File: src/include/ovm_pkg.sv
// Purpose: constants for the output volume and mute register group
// Assumes: registers addressed by word index on a plain register port
// Notes:   update bit reads back as zero; it only acts on write
package ovm_pkg;
  localparam int                ADDR_W          = 8;
  localparam int                DATA_W          = 16;
  localparam logic [7:0]        ADDR_SPK_ATTEN  = 8'h37;
  localparam logic [7:0]        ADDR_HP_LEFT    = 8'h39;
  localparam logic [7:0]        ADDR_HP_RIGHT   = 8'h3a;
  localparam logic [7:0]        ADDR_LINE_LEFT  = 8'h3b;
  localparam logic [7:0]        ADDR_LINE_RIGHT = 8'h3c;
  localparam int                MUTE_BIT        = 8;
  localparam int                COMMIT_BIT      = 7;
  localparam int                ZC_BIT          = 6;
  localparam int                GAIN_W          = 6;
  localparam int                ATTEN_W         = 4;
  localparam logic [5:0]        HP_GAIN_RST     = 6'h2d;
  localparam logic [5:0]        LINE_GAIN_RST   = 6'h39;
  localparam logic [3:0]        ATTEN_RST       = 4'h0;
endpackage

File: src/hw/ovm_regs.sv
// Purpose: right speaker mixer attenuation and headphone/line output level registers
// Assumes: single core_clk domain, register port driven from the same clock
// Notes:   staged gain is what reads back; live gain moves only on a commit write
//
// Behaviour
// four right speaker mixer attenuation bits, set means -6dB, reset clear
// mute at bit 8 of each output register, reset un-muted
// six-bit gain code, 000000 is -57dB, 1dB steps, 111001 is 0dB
// headphone gain fields reset to 10_1101
// line gain fields reset to 11_1001, the 0dB code
// commit bit 7 on either headphone register applies both headphone gains together
// commit bit 7 on either line register applies both line gains together
// zero-cross enable at bit 6 per output, reset disabled
// gain written without commit is staged; live gain holds until a commit
//
// Decided for this implementation: the address-and-strobe port.
`timescale 1ns/10ps
module ovm_regs (
  input  wire logic                        core_clk,
  input  wire logic                        nrst,
  input  wire logic [ovm_pkg::ADDR_W-1:0]  reg_addr,
  input  wire logic [ovm_pkg::DATA_W-1:0]  reg_wdata,
  input  wire logic                        reg_wr,
  input  wire logic                        reg_rd,
  output logic      [ovm_pkg::DATA_W-1:0]  reg_rdata,
  output logic                             left_dac_to_right_spk_atten,
  output logic                             right_dac_to_right_spk_atten,
  output logic                             left_bypass_to_right_spk_atten,
  output logic                             right_bypass_to_right_spk_atten,
  output logic                             left_phones_silence,
  output logic                             right_phones_silence,
  output logic                             left_line_silence,
  output logic                             right_line_silence,
  output logic                             left_phones_zero_cross_en,
  output logic                             right_phones_zero_cross_en,
  output logic                             left_line_zero_cross_en,
  output logic                             right_line_zero_cross_en,
  output logic      [ovm_pkg::GAIN_W-1:0]  left_phones_gain,
  output logic      [ovm_pkg::GAIN_W-1:0]  right_phones_gain,
  output logic      [ovm_pkg::GAIN_W-1:0]  left_line_gain,
  output logic      [ovm_pkg::GAIN_W-1:0]  right_line_gain
);

  ////////////////////////////////////////////////////////////////////////////
  // state: index 0 hp left, 1 hp right, 2 line left, 3 line right
  logic [ovm_pkg::ATTEN_W-1:0] atten_r,   atten_nxt;
  logic [3:0]                  mute_r,    mute_nxt;
  logic [3:0]                  zc_r,      zc_nxt;
  logic [ovm_pkg::GAIN_W-1:0]  stage_r [4];
  logic [ovm_pkg::GAIN_W-1:0]  stage_nxt [4];
  logic [ovm_pkg::GAIN_W-1:0]  live_r [4];
  logic [ovm_pkg::GAIN_W-1:0]  live_nxt [4];
  logic [ovm_pkg::DATA_W-1:0]  rdata_r,   rdata_nxt;
  logic [3:0]                  sel;
  logic                        hp_commit;
  logic                        line_commit;

  always_comb begin
    sel = 4'h0;
    if (reg_addr == ovm_pkg::ADDR_HP_LEFT) begin
      sel = 4'h1;
    end else if (reg_addr == ovm_pkg::ADDR_HP_RIGHT) begin
      sel = 4'h2;
    end else if (reg_addr == ovm_pkg::ADDR_LINE_LEFT) begin
      sel = 4'h4;
    end else if (reg_addr == ovm_pkg::ADDR_LINE_RIGHT) begin
      sel = 4'h8;
    end
  end

  assign hp_commit   = reg_wr && (|sel[1:0]) && reg_wdata[ovm_pkg::COMMIT_BIT];
  assign line_commit = reg_wr && (|sel[3:2]) && reg_wdata[ovm_pkg::COMMIT_BIT];

  ////////////////////////////////////////////////////////////////////////////
  // write path
  always_comb begin
    atten_nxt = atten_r;
    mute_nxt  = mute_r;
    zc_nxt    = zc_r;
    for (int i = 0; i < 4; i++) begin
      stage_nxt[i] = stage_r[i];
      live_nxt[i]  = live_r[i];
    end
    if (reg_wr && reg_addr == ovm_pkg::ADDR_SPK_ATTEN) begin
      atten_nxt = reg_wdata[ovm_pkg::ATTEN_W-1:0];
    end
    for (int i = 0; i < 4; i++) begin
      if (reg_wr && sel[i]) begin
        mute_nxt[i]  = reg_wdata[ovm_pkg::MUTE_BIT];
        zc_nxt[i]    = reg_wdata[ovm_pkg::ZC_BIT];
        stage_nxt[i] = reg_wdata[ovm_pkg::GAIN_W-1:0];
      end
    end
    // the pair moves together, and a commit write's own gain counts as staged
    if (hp_commit) begin
      live_nxt[0] = stage_nxt[0];
      live_nxt[1] = stage_nxt[1];
    end
    if (line_commit) begin
      live_nxt[2] = stage_nxt[2];
      live_nxt[3] = stage_nxt[3];
    end
  end

  ////////////////////////////////////////////////////////////////////////////
  // read path: unmapped reads return zero, commit bit reads zero
  always_comb begin
    rdata_nxt = 16'h0000;
    if (reg_rd) begin
      if (reg_addr == ovm_pkg::ADDR_SPK_ATTEN) begin
        rdata_nxt = {12'h000, atten_r};
      end else begin
        for (int i = 0; i < 4; i++) begin
          if (sel[i]) begin
            rdata_nxt = {7'h00, mute_r[i], 1'b0, zc_r[i], stage_r[i]};
          end
        end
      end
    end
  end

  always_ff @(posedge core_clk or negedge nrst) begin
    if (!nrst) begin
      atten_r    <= ovm_pkg::ATTEN_RST;
      mute_r     <= 4'h0;
      zc_r       <= 4'h0;
      stage_r[0] <= ovm_pkg::HP_GAIN_RST;
      stage_r[1] <= ovm_pkg::HP_GAIN_RST;
      stage_r[2] <= ovm_pkg::LINE_GAIN_RST;
      stage_r[3] <= ovm_pkg::LINE_GAIN_RST;
      live_r[0]  <= ovm_pkg::HP_GAIN_RST;
      live_r[1]  <= ovm_pkg::HP_GAIN_RST;
      live_r[2]  <= ovm_pkg::LINE_GAIN_RST;
      live_r[3]  <= ovm_pkg::LINE_GAIN_RST;
      rdata_r    <= 16'h0000;
    end else begin
      atten_r <= atten_nxt;
      mute_r  <= mute_nxt;
      zc_r    <= zc_nxt;
      stage_r <= stage_nxt;
      live_r  <= live_nxt;
      rdata_r <= rdata_nxt;
    end
  end

  ////////////////////////////////////////////////////////////////////////////
  assign reg_rdata                       = rdata_r;
  assign right_bypass_to_right_spk_atten = atten_r[0];
  assign left_bypass_to_right_spk_atten  = atten_r[1];
  assign right_dac_to_right_spk_atten    = atten_r[2];
  assign left_dac_to_right_spk_atten     = atten_r[3];
  assign left_phones_silence             = mute_r[0];
  assign right_phones_silence            = mute_r[1];
  assign left_line_silence               = mute_r[2];
  assign right_line_silence              = mute_r[3];
  assign left_phones_zero_cross_en       = zc_r[0];
  assign right_phones_zero_cross_en      = zc_r[1];
  assign left_line_zero_cross_en         = zc_r[2];
  assign right_line_zero_cross_en        = zc_r[3];
  assign left_phones_gain                = live_r[0];
  assign right_phones_gain               = live_r[1];
  assign left_line_gain                  = live_r[2];
  assign right_line_gain                 = live_r[3];

  ////////////////////////////////////////////////////////////////////////////
  // assertions
  a_atten_write: assert property (@(posedge core_clk) disable iff (!nrst)
    reg_wr && reg_addr == ovm_pkg::ADDR_SPK_ATTEN |=>
      left_dac_to_right_spk_atten == $past(reg_wdata[3]) &&
      right_bypass_to_right_spk_atten == $past(reg_wdata[0]))
    else $error("attenuation bits did not follow write");

  a_mute_write: assert property (@(posedge core_clk) disable iff (!nrst)
    reg_wr && reg_addr == ovm_pkg::ADDR_LINE_RIGHT |=>
      right_line_silence == $past(reg_wdata[8]))
    else $error("line right mute did not follow write");

  a_gain_hold: assert property (@(posedge core_clk) disable iff (!nrst)
    !hp_commit |=> $stable(left_phones_gain) && $stable(right_phones_gain))
    else $error("headphone gain moved without commit");

  a_line_hold: assert property (@(posedge core_clk) disable iff (!nrst)
    !line_commit |=> $stable(left_line_gain) && $stable(right_line_gain))
    else $error("line gain moved without commit");

  a_hp_commit: assert property (@(posedge core_clk) disable iff (!nrst)
    reg_wr && reg_addr == ovm_pkg::ADDR_HP_RIGHT && reg_wdata[7] |=>
      right_phones_gain == $past(reg_wdata[5:0]) && left_phones_gain == stage_r[0])
    else $error("headphone pair not committed together");

  a_line_commit: assert property (@(posedge core_clk) disable iff (!nrst)
    reg_wr && reg_addr == ovm_pkg::ADDR_LINE_LEFT && reg_wdata[7] |=>
      left_line_gain == $past(reg_wdata[5:0]) && right_line_gain == stage_r[3])
    else $error("line pair not committed together");

  a_zc_write: assert property (@(posedge core_clk) disable iff (!nrst)
    reg_wr && reg_addr == ovm_pkg::ADDR_HP_LEFT |=>
      left_phones_zero_cross_en == $past(reg_wdata[6]))
    else $error("zero cross enable did not follow write");

  a_read_stage: assert property (@(posedge core_clk) disable iff (!nrst)
    reg_rd && reg_addr == ovm_pkg::ADDR_HP_LEFT |=>
      reg_rdata[5:0] == $past(stage_r[0]) && reg_rdata[7] == 1'b0)
    else $error("headphone read data wrong");

  a_read_idle: assert property (@(posedge core_clk) disable iff (!nrst)
    !reg_rd |=> reg_rdata == 16'h0000)
    else $error("read data not zero outside read");

  a_read_unmapped: assert property (@(posedge core_clk) disable iff (!nrst)
    reg_rd && sel == 4'h0 && reg_addr != ovm_pkg::ADDR_SPK_ATTEN |=> reg_rdata == 16'h0000)
    else $error("unmapped read returned data");

  a_read_atten: assert property (@(posedge core_clk) disable iff (!nrst)
    reg_rd && reg_addr == ovm_pkg::ADDR_SPK_ATTEN |=>
      reg_rdata == {12'h000, $past({left_dac_to_right_spk_atten, right_dac_to_right_spk_atten,
                                    left_bypass_to_right_spk_atten,
                                    right_bypass_to_right_spk_atten})})
    else $error("attenuation read data wrong");

  // reset values are seen on the first edge with reset released, before any write lands
  a_hp_reset_gain: assert property (@(posedge core_clk) disable iff (!nrst)
    $rose(nrst) |->
      left_phones_gain == ovm_pkg::HP_GAIN_RST &&
      right_phones_gain == ovm_pkg::HP_GAIN_RST)
    else $error("headphone gain not at reset code");

  a_line_reset_gain: assert property (@(posedge core_clk) disable iff (!nrst)
    $rose(nrst) |->
      left_line_gain == ovm_pkg::LINE_GAIN_RST &&
      right_line_gain == ovm_pkg::LINE_GAIN_RST)
    else $error("line gain not at reset code");

  a_atten_reset: assert property (@(posedge core_clk) disable iff (!nrst)
    $rose(nrst) |->
      {left_dac_to_right_spk_atten, right_dac_to_right_spk_atten,
       left_bypass_to_right_spk_atten, right_bypass_to_right_spk_atten} == ovm_pkg::ATTEN_RST)
    else $error("attenuation not clear after reset");

  a_mute_reset: assert property (@(posedge core_clk) disable iff (!nrst)
    $rose(nrst) |->
      {left_phones_silence, right_phones_silence,
       left_line_silence, right_line_silence} == 4'h0)
    else $error("outputs muted after reset");

  a_zc_reset: assert property (@(posedge core_clk) disable iff (!nrst)
    $rose(nrst) |->
      {left_phones_zero_cross_en, right_phones_zero_cross_en,
       left_line_zero_cross_en, right_line_zero_cross_en} == 4'h0)
    else $error("zero cross enabled after reset");

  a_atten_hold: assert property (@(posedge core_clk) disable iff (!nrst)
    !(reg_wr && reg_addr == ovm_pkg::ADDR_SPK_ATTEN) |=>
      $stable({left_dac_to_right_spk_atten, right_dac_to_right_spk_atten,
               left_bypass_to_right_spk_atten, right_bypass_to_right_spk_atten}))
    else $error("attenuation moved without write");

  a_atten_mid: assert property (@(posedge core_clk) disable iff (!nrst)
    reg_wr && reg_addr == ovm_pkg::ADDR_SPK_ATTEN |=>
      right_dac_to_right_spk_atten == $past(reg_wdata[2]) &&
      left_bypass_to_right_spk_atten == $past(reg_wdata[1]))
    else $error("middle attenuation bits did not follow write");

  a_gain_field: assert property (@(posedge core_clk) disable iff (!nrst)
    reg_wr && reg_addr == ovm_pkg::ADDR_HP_RIGHT |=>
      stage_r[1] == $past(reg_wdata[ovm_pkg::GAIN_W-1:0]))
    else $error("gain field not taken from low six bits");

  a_mute_hp_left: assert property (@(posedge core_clk) disable iff (!nrst)
    reg_wr && reg_addr == ovm_pkg::ADDR_HP_LEFT |=>
      left_phones_silence == $past(reg_wdata[ovm_pkg::MUTE_BIT]))
    else $error("headphone left mute did not follow write");

  a_mute_hp_right: assert property (@(posedge core_clk) disable iff (!nrst)
    reg_wr && reg_addr == ovm_pkg::ADDR_HP_RIGHT |=>
      right_phones_silence == $past(reg_wdata[ovm_pkg::MUTE_BIT]))
    else $error("headphone right mute did not follow write");

  a_mute_line_left: assert property (@(posedge core_clk) disable iff (!nrst)
    reg_wr && reg_addr == ovm_pkg::ADDR_LINE_LEFT |=>
      left_line_silence == $past(reg_wdata[ovm_pkg::MUTE_BIT]))
    else $error("line left mute did not follow write");

  a_zc_hp_right: assert property (@(posedge core_clk) disable iff (!nrst)
    reg_wr && reg_addr == ovm_pkg::ADDR_HP_RIGHT |=>
      right_phones_zero_cross_en == $past(reg_wdata[ovm_pkg::ZC_BIT]))
    else $error("headphone right zero cross did not follow write");

  a_zc_line_left: assert property (@(posedge core_clk) disable iff (!nrst)
    reg_wr && reg_addr == ovm_pkg::ADDR_LINE_LEFT |=>
      left_line_zero_cross_en == $past(reg_wdata[ovm_pkg::ZC_BIT]))
    else $error("line left zero cross did not follow write");

  a_zc_line_right: assert property (@(posedge core_clk) disable iff (!nrst)
    reg_wr && reg_addr == ovm_pkg::ADDR_LINE_RIGHT |=>
      right_line_zero_cross_en == $past(reg_wdata[ovm_pkg::ZC_BIT]))
    else $error("line right zero cross did not follow write");

  // the other half of each pair: a commit from the opposite register
  a_hp_commit_left: assert property (@(posedge core_clk) disable iff (!nrst)
    reg_wr && reg_addr == ovm_pkg::ADDR_HP_LEFT && reg_wdata[7] |=>
      left_phones_gain == $past(reg_wdata[5:0]) && right_phones_gain == stage_r[1])
    else $error("headphone pair not committed from left");

  a_line_commit_right: assert property (@(posedge core_clk) disable iff (!nrst)
    reg_wr && reg_addr == ovm_pkg::ADDR_LINE_RIGHT && reg_wdata[7] |=>
      right_line_gain == $past(reg_wdata[5:0]) && left_line_gain == stage_r[2])
    else $error("line pair not committed from right");

  c_hp_commit:   cover property (@(posedge core_clk) disable iff (!nrst) hp_commit);
  c_line_commit: cover property (@(posedge core_clk) disable iff (!nrst) line_commit);
  c_stage_only:  cover property (@(posedge core_clk) disable iff (!nrst)
    reg_wr && sel[0] && !reg_wdata[7] ##2 hp_commit);
  c_line_stage:  cover property (@(posedge core_clk) disable iff (!nrst)
    reg_wr && sel[3] && !reg_wdata[7] ##2 line_commit);
  c_rst_release: cover property (@(posedge core_clk) disable iff (!nrst) $rose(nrst));
endmodule

File: config.mk
export PLATFORM = sky130hd
export DESIGN_NAME = ovm_regs
export DESIGN_NICKNAME = d
export VERILOG_FILES = /design/src/include/ovm_pkg.sv /design/src/hw/ovm_regs.sv
export SDC_FILE = /design/constraint.sdc
export NUM_CORES = 1
export LEC_CHECK = 0
export BUFFER_PORTS_ARGS = -buffer_cell sky130_fd_sc_hd__buf_2
export CORE_UTILIZATION = 40
export DETAILED_ROUTE_END_ITERATION = 6
export HOLD_SLACK_MARGIN = 0.02
export PLACE_DENSITY = 0.63
export SYNTH_ARGS = -nofsm -noshare
export SYNTH_HDL_FRONTEND = slang
export SYNTH_SLANG_ARGS = --single-unit
File: constraint.sdc
create_clock -name core_clk -period 0.9 [get_ports core_clk]
set_input_delay 0.045 -clock core_clk [delete_from_list [all_inputs] [get_ports core_clk]]
set_output_delay 0.045 -clock core_clk [all_outputs]
set_load 0.05 [all_outputs]
# Yosys cells after proc, flatten, opt, wreduce, memory -nomap -nowiden
# Cells that the tools add are included.
# classes
n_mux,14
n_eq_ne,5
n_reduce_logical,11
# op_table
cell,n
$mux W16,5
$eq A8 B6 Y1 const B,5
$mux W6,4
$mux W4,4
$logic_and A1 B1 Y1,9
$mux W9,1
$reduce_or A2 Y1,2
# totals
input_bits,28
regBits,76
output_inout_bits,52

# Depth between registers and ports, before layout
# logic_depth
word_depth,11
ltp_mapped,7
mapped_depth_nobuf,4

# Worst setup path after synthesis
# No wires, ideal clock.
# synth_path
path_kind,input port to flip-flop
from,in reg_addr[6] in the netlist's numbering
to,reg atten_r[0] in the netlist's numbering
path_slack_ns,-0.770
arrival_time_ns,1.545
setup_ns,0.125
path_buffers,2
cell_stages,6
path_cell_list,nand4bb_1 -> buf_6 -> or4b_4 -> or2_1 -> buf_6 -> mux2_4
# synth_between
elab_chain_cells,2
# synth_rtl
item,line,rtl
"start, declared",ovm_regs.sv:21,"input wire logic [ovm_pkg::ADDR_W-1:0] reg_addr,"
$eq A8 B6 Y1,ovm_regs.sv:84,if (reg_wr && reg_addr == ovm_pkg::ADDR_SPK_ATTEN) begin
$logic_and A1 B1 Y1,ovm_regs.sv:84,
"end signal, assigned",ovm_regs.sv:124,atten_r <= ovm_pkg::ATTEN_RST;
"end signal, assigned",ovm_regs.sv:137,atten_r <= atten_nxt;
"end, declared",ovm_regs.sv:46,"logic [ovm_pkg::ATTEN_W-1:0] atten_r, atten_nxt;"
# Every way passes these cells.
# A chain may end at the register's enable or synchronous reset.

# Worst setup path after layout
# layout_path
from,in reg_addr[7] in the netlist's numbering
to,reg atten_r[1] in the netlist's numbering
# The elaborated chain is that of the path after synthesis.

==> impl_metrics.xml <==
<?xml version="1.0" encoding="UTF-8"?>
<metrics>
  <group name="synthesis">
    <metric name="postSynthRegisterBits" unit="">68</metric>
    <metric name="yosysMostFrequentCell" unit="">sky130_fd_sc_hd__mux2_2</metric>
    <metric name="yosys.cell_types.count" unit="">39</metric>
    <metric name="number_of_synthesized_flops_with_an_enable_pin" unit="">0</metric>
    <metric name="ys_dominant_reg_cell" unit="">sky130_fd_sc_hd__dfrtp_1</metric>
    <metric name="combined_area_of_all_synthesized_cells" unit="um^2">3100</metric>
    <metric name="synth_seq_area_share" unit="%">56.2</metric>
    <metric name="async_flop_share" unit="%">100</metric>
    <metric name="post-synth-top-area-cell" unit="">sky130_fd_sc_hd__dfrtp_1</metric>
    <metric name="fraction_of_post_synthesis_cell_area_in_the_top_cell_type_by_area" unit="%">29.0</metric>
    <metric name="synth.top_cells.by_count" unit="">51 x sky130_fd_sc_hd__mux2_2, 36 x sky130_fd_sc_hd__dfrtp_1, 32 x sky130_fd_sc_hd__dfstp_2, 17 x sky130_fd_sc_hd__nor2_1</metric>
    <metric name="synth.area.top_cells" unit="">sky130_fd_sc_hd__dfrtp_1 29%, sky130_fd_sc_hd__dfstp_2 27%, sky130_fd_sc_hd__mux2_2 19%</metric>
    <metric name="syn_avg_cell_area" unit="um^2">13.0</metric>
    <metric name="yosys_warnings" unit="">0</metric>
    <metric name="synthesis.instances" unit="">238</metric>
  </group>
  <group name="placed_design">
    <metric name="placed_wire_length_estimate_after_detailed_placement" unit="mm">5.51</metric>
    <metric name="dp.cells" unit="">439</metric>
    <metric name="finalWeightedCongestion" unit="">0.847</metric>
    <metric name="place_ws" unit="ns">-0.899</metric>
    <metric name="placement.cell_area" unit="um^2">3950</metric>
    <metric name="io_buffers" unit="">64</metric>
  </group>
  <group name="pwr">
    <metric name="p_leak" unit="nW">2.38</metric>
    <metric name="p_per_area" unit="nW/um^2">1440</metric>
    <metric name="vdd.ir_drop.worst" unit="mV">0.933</metric>
    <metric name="design_power_total" unit="mW">7.51</metric>
  </group>
  <group name="job">
    <metric name="cap_viol_max_count" unit="">0</metric>
  </group>
  <group name="sta">
    <metric name="hold_slack" unit="ns">0.0334</metric>
    <metric name="report.final.slew_viol_count" unit="">0</metric>
    <metric name="finalCritPeriodShare" unit="%">150</metric>
    <metric name="min_period" unit="ns">1.35</metric>
    <metric name="fmaxAchievable" unit="MHz">741</metric>
    <metric name="finalSetupViolCount" unit="">105</metric>
    <metric name="finalHoldViolCount" unit="">0</metric>
    <metric name="setup-tns-final" unit="ns">-20.57</metric>
    <metric name="fin_skew" unit="ns">0.00702</metric>
    <metric name="rsz0062_at_grt" unit="">true</metric>
    <metric name="fin_ws" unit="ns">-0.449</metric>
  </group>
  <group name="layout">
    <metric name="nFillCells" unit="">479</metric>
    <metric name="final_design_area_no_fill" unit="um^2">5200</metric>
    <metric name="area.sequential" unit="um^2">1750</metric>
    <metric name="synthToLayoutAreaGrowth" unit="%">67.6</metric>
    <metric name="design.final.nets" unit="">413</metric>
    <metric name="antennaDiodeCount" unit="">0</metric>
    <metric name="multi_input_comb_area" unit="um^2">1600</metric>
    <metric name="final_cell_count_no_fill" unit="">489</metric>
    <metric name="post_route_cells_drive_above_1_share" unit="%">71.5</metric>
    <metric name="final_core_util" unit="%">70.5</metric>
  </group>
  <group name="worst_setup_path">
    <metric name="critical-path-max-stage-delay" unit="ns">0.48</metric>
    <metric name="cp_common_cell" unit="">sky130_fd_sc_hd__buf_6</metric>
    <metric name="slack_of_the_worst_reg_to_reg_path" unit="ns">-0.20</metric>
    <metric name="crit_chain" unit="">buf_6 -&gt; nand4bb_4 -&gt; buf_6 -&gt; or4b_4 -&gt; or2_4 -&gt; mux2_4</metric>
    <metric name="timing_worst_setup_path_type" unit="">in -&gt; reg</metric>
    <metric name="cp_slowest_cell" unit="">sky130_fd_sc_hd__or4b_4</metric>
    <metric name="critical_path.reg2reg.startpoint" unit="">stage_r[15]</metric>
    <metric name="worst_setup_start_kind" unit="">input port</metric>
    <metric name="crit_path_start" unit="">reg_addr[7]</metric>
    <metric name="crit_fanout" unit="">6</metric>
    <metric name="worstPathArrival" unit="ns">1.58</metric>
    <metric name="sort_of_element_at_the_end_of_the_critical_path" unit="">flop</metric>
    <metric name="critical_path_required" unit="ns">1.13</metric>
  </group>
  <group name="detailed_routing">
    <metric name="antenna_violating_nets_left" unit="">0</metric>
    <metric name="detailedRoute.firstPassIterationCount" unit="">4</metric>
    <metric name="drcViolationCount" unit="">0</metric>
    <metric name="num_vias" unit="">2503</metric>
    <metric name="avgRoutedWirePerCell" unit="um">18.2</metric>
    <metric name="vias_per_cell" unit="">5.12</metric>
    <metric name="wl" unit="mm">8.88</metric>
    <metric name="drt_iter0_drc" unit="">132</metric>
  </group>
  <group name="die">
    <metric name="io_pins" unit="">80</metric>
    <metric name="die_width" unit="um">90.1</metric>
    <metric name="die_area" unit="um^2">8110</metric>
    <metric name="die_height" unit="um">90.1</metric>
    <metric name="placement_rows" unit="">31</metric>
    <metric name="placeableCoreArea" unit="um^2">7370</metric>
    <metric name="starting_density" unit="%">42.1</metric>
  </group>
  <group name="run_status">
    <metric name="failed_checks" unit="">setup timing</metric>
    <metric name="outcome" unit="">finished, violations left</metric>
  </group>
  <group name="clock_tree">
    <metric name="cts_tree" unit="">done</metric>
    <metric name="clock_tree.root_cell" unit="">sky130_fd_sc_hd__clkbuf_8</metric>
    <metric name="clk_latency" unit="ns">0.35</metric>
    <metric name="cts-hold-fix-buffers" unit="">6</metric>
    <metric name="longest_clk_path_bufs" unit="">2</metric>
    <metric name="ctsHtreeMaxLevel" unit="">3</metric>
    <metric name="clk_pin_slew_worst_paths" unit="ns">0.07</metric>
    <metric name="cts.sink_count" unit="">68</metric>
    <metric name="tritoncts.num_buffers" unit="">9</metric>
  </group>
  <group name="global_route">
    <metric name="via_count_of_the_first_global_routing_pass" unit="">2691</metric>
    <metric name="track_usage" unit="%">21.9</metric>
    <metric name="grt_pass1_wl" unit="mm">13.9</metric>
    <metric name="grt_antenna_before_repair" unit="">0</metric>
    <metric name="grt_overflow" unit="">0</metric>
    <metric name="grt_start_max_net_pins" unit="">69</metric>
  </group>
  <group name="worst_hold_path">
    <metric name="worstHoldStart" unit="">reg_wdata[2]</metric>
    <metric name="worst_hold_class" unit="">in -&gt; reg</metric>
  </group>
</metrics>
==> placed cells by master (no fill, tap or decap), types with 2 or more instances in the layout <==
| cell | Yosys | routed |
|---|---|---|
| sky130_fd_sc_hd__a21oi_1 | 10 | 9 |
| sky130_fd_sc_hd__and3_1 | 3 | 2 |
| sky130_fd_sc_hd__buf_12 | 0 | 3 |
| sky130_fd_sc_hd__buf_2 | 4 | 14 |
| sky130_fd_sc_hd__buf_4 | 9 | 50 |
| sky130_fd_sc_hd__buf_6 | 2 | 53 |
| sky130_fd_sc_hd__buf_8 | 0 | 21 |
| sky130_fd_sc_hd__bufinv_16 | 0 | 3 |
| sky130_fd_sc_hd__clkbuf_8 | 0 | 9 |
| sky130_fd_sc_hd__conb_1 | 1 | 8 |
| sky130_fd_sc_hd__dfrtp_1 | 36 | 33 |
| sky130_fd_sc_hd__dfrtp_2 | 0 | 3 |
| sky130_fd_sc_hd__dfstp_2 | 32 | 32 |
| sky130_fd_sc_hd__dlygate4sd3_1 | 0 | 6 |
| sky130_fd_sc_hd__inv_1 | 3 | 3 |
| sky130_fd_sc_hd__mux2_2 | 51 | 5 |
| sky130_fd_sc_hd__mux2_4 | 4 | 50 |
| sky130_fd_sc_hd__nand2_1 | 3 | 2 |
| sky130_fd_sc_hd__nand3_1 | 10 | 10 |
| sky130_fd_sc_hd__nand3b_1 | 2 | 2 |
| sky130_fd_sc_hd__nor2_1 | 17 | 15 |
| sky130_fd_sc_hd__nor4_2 | 0 | 2 |
| sky130_fd_sc_hd__nor4_4 | 1 | 2 |
| sky130_fd_sc_hd__o2111ai_2 | 0 | 3 |
| sky130_fd_sc_hd__o21ai_1 | 0 | 4 |
| sky130_fd_sc_hd__o21ai_2 | 0 | 5 |
| sky130_fd_sc_hd__o22ai_1 | 6 | 6 |
| sky130_fd_sc_hd__o31ai_1 | 4 | 3 |
| sky130_fd_sc_hd__or2_2 | 4 | 4 |
==> worst paths after layout <==
path / to / cells past startpoint
setup reg to reg: reg_rdata[3] / 4
setup / recovery: atten_r[1] / 6
hold / removal: stage_r[20] / 2
max in group asynchronous: stage_r[21] / 3
hold reg to reg: right_line_gain[3] / 2
min in group asynchronous: reg_rdata[4] / 3
==> where the power goes <==
part	leakage (nW)	internal, mW	switching (mW)
sequential	0.824	3.21	0.0887
combinational	1.44	0.518	0.633
clock	0.117	1.85	1.21
==> flip-flops by register name, summed over array words and instances (netlist names) <==
| name | count |
|---|---|
| stage_r | 24 |
| reg_rdata | 8 |
| left_line_gain | 6 |
| left_phones_gain | 6 |
| right_line_gain | 6 |
| right_phones_gain | 6 |
| atten_r | 4 |
| mute_r | 4 |
| zc_r | 4 |
==> final cells by class <==
| type | count | area share (%) |
|---|---|---|
| clock buffer | 10 | 2.46 |
| clock inverter | 6 | 2.14 |
| inverter | 3 | 0.217 |
| multi-input combinational | 156 | 30.8 |
| sequential | 68 | 33.6 |
| tap | 99 | 2.38 |
| timing repair buffer | 147 | 28.4 |
==> cell families after synthesis <==
group	synth area share, %
simple gates	11.1
mux	20.8
xor+xnor	0.282
other cells	0.121
flops	56.2
buf+inv	4.32
compound gates	7.22
==> worst max-delay path: cells and delay by family <==
family	cells	cell delay [ns]
and+or+nand+nor	3	0.98
muxes	1	0.31
buffers and inverters	2	0.25
==> repair_timing <==
| action | CTS | global route |
|---|---|---|
| buffers inserted | 22 | 9 |
| resized for setup | 175 | 36 |
| setup endpoints to repair | 112 | 110 |
| hold endpoints to repair | 85 | 1 |
| pin swaps | 6 | 9 |
| cloned | 1 | 0 |
==> metal layers <==
layer / track usage (%) / vias to the layer above / routed length, um
met1: 29.9 / 1261 / 4030
li1: - / 1141 / -
met4: 8.87 / 0 / 152
met3: 4.48 / 14 / 380
met5: 0 / - / 0
met2: 34.3 / 87 / 4320
Power figures use the tool's default switching activity.
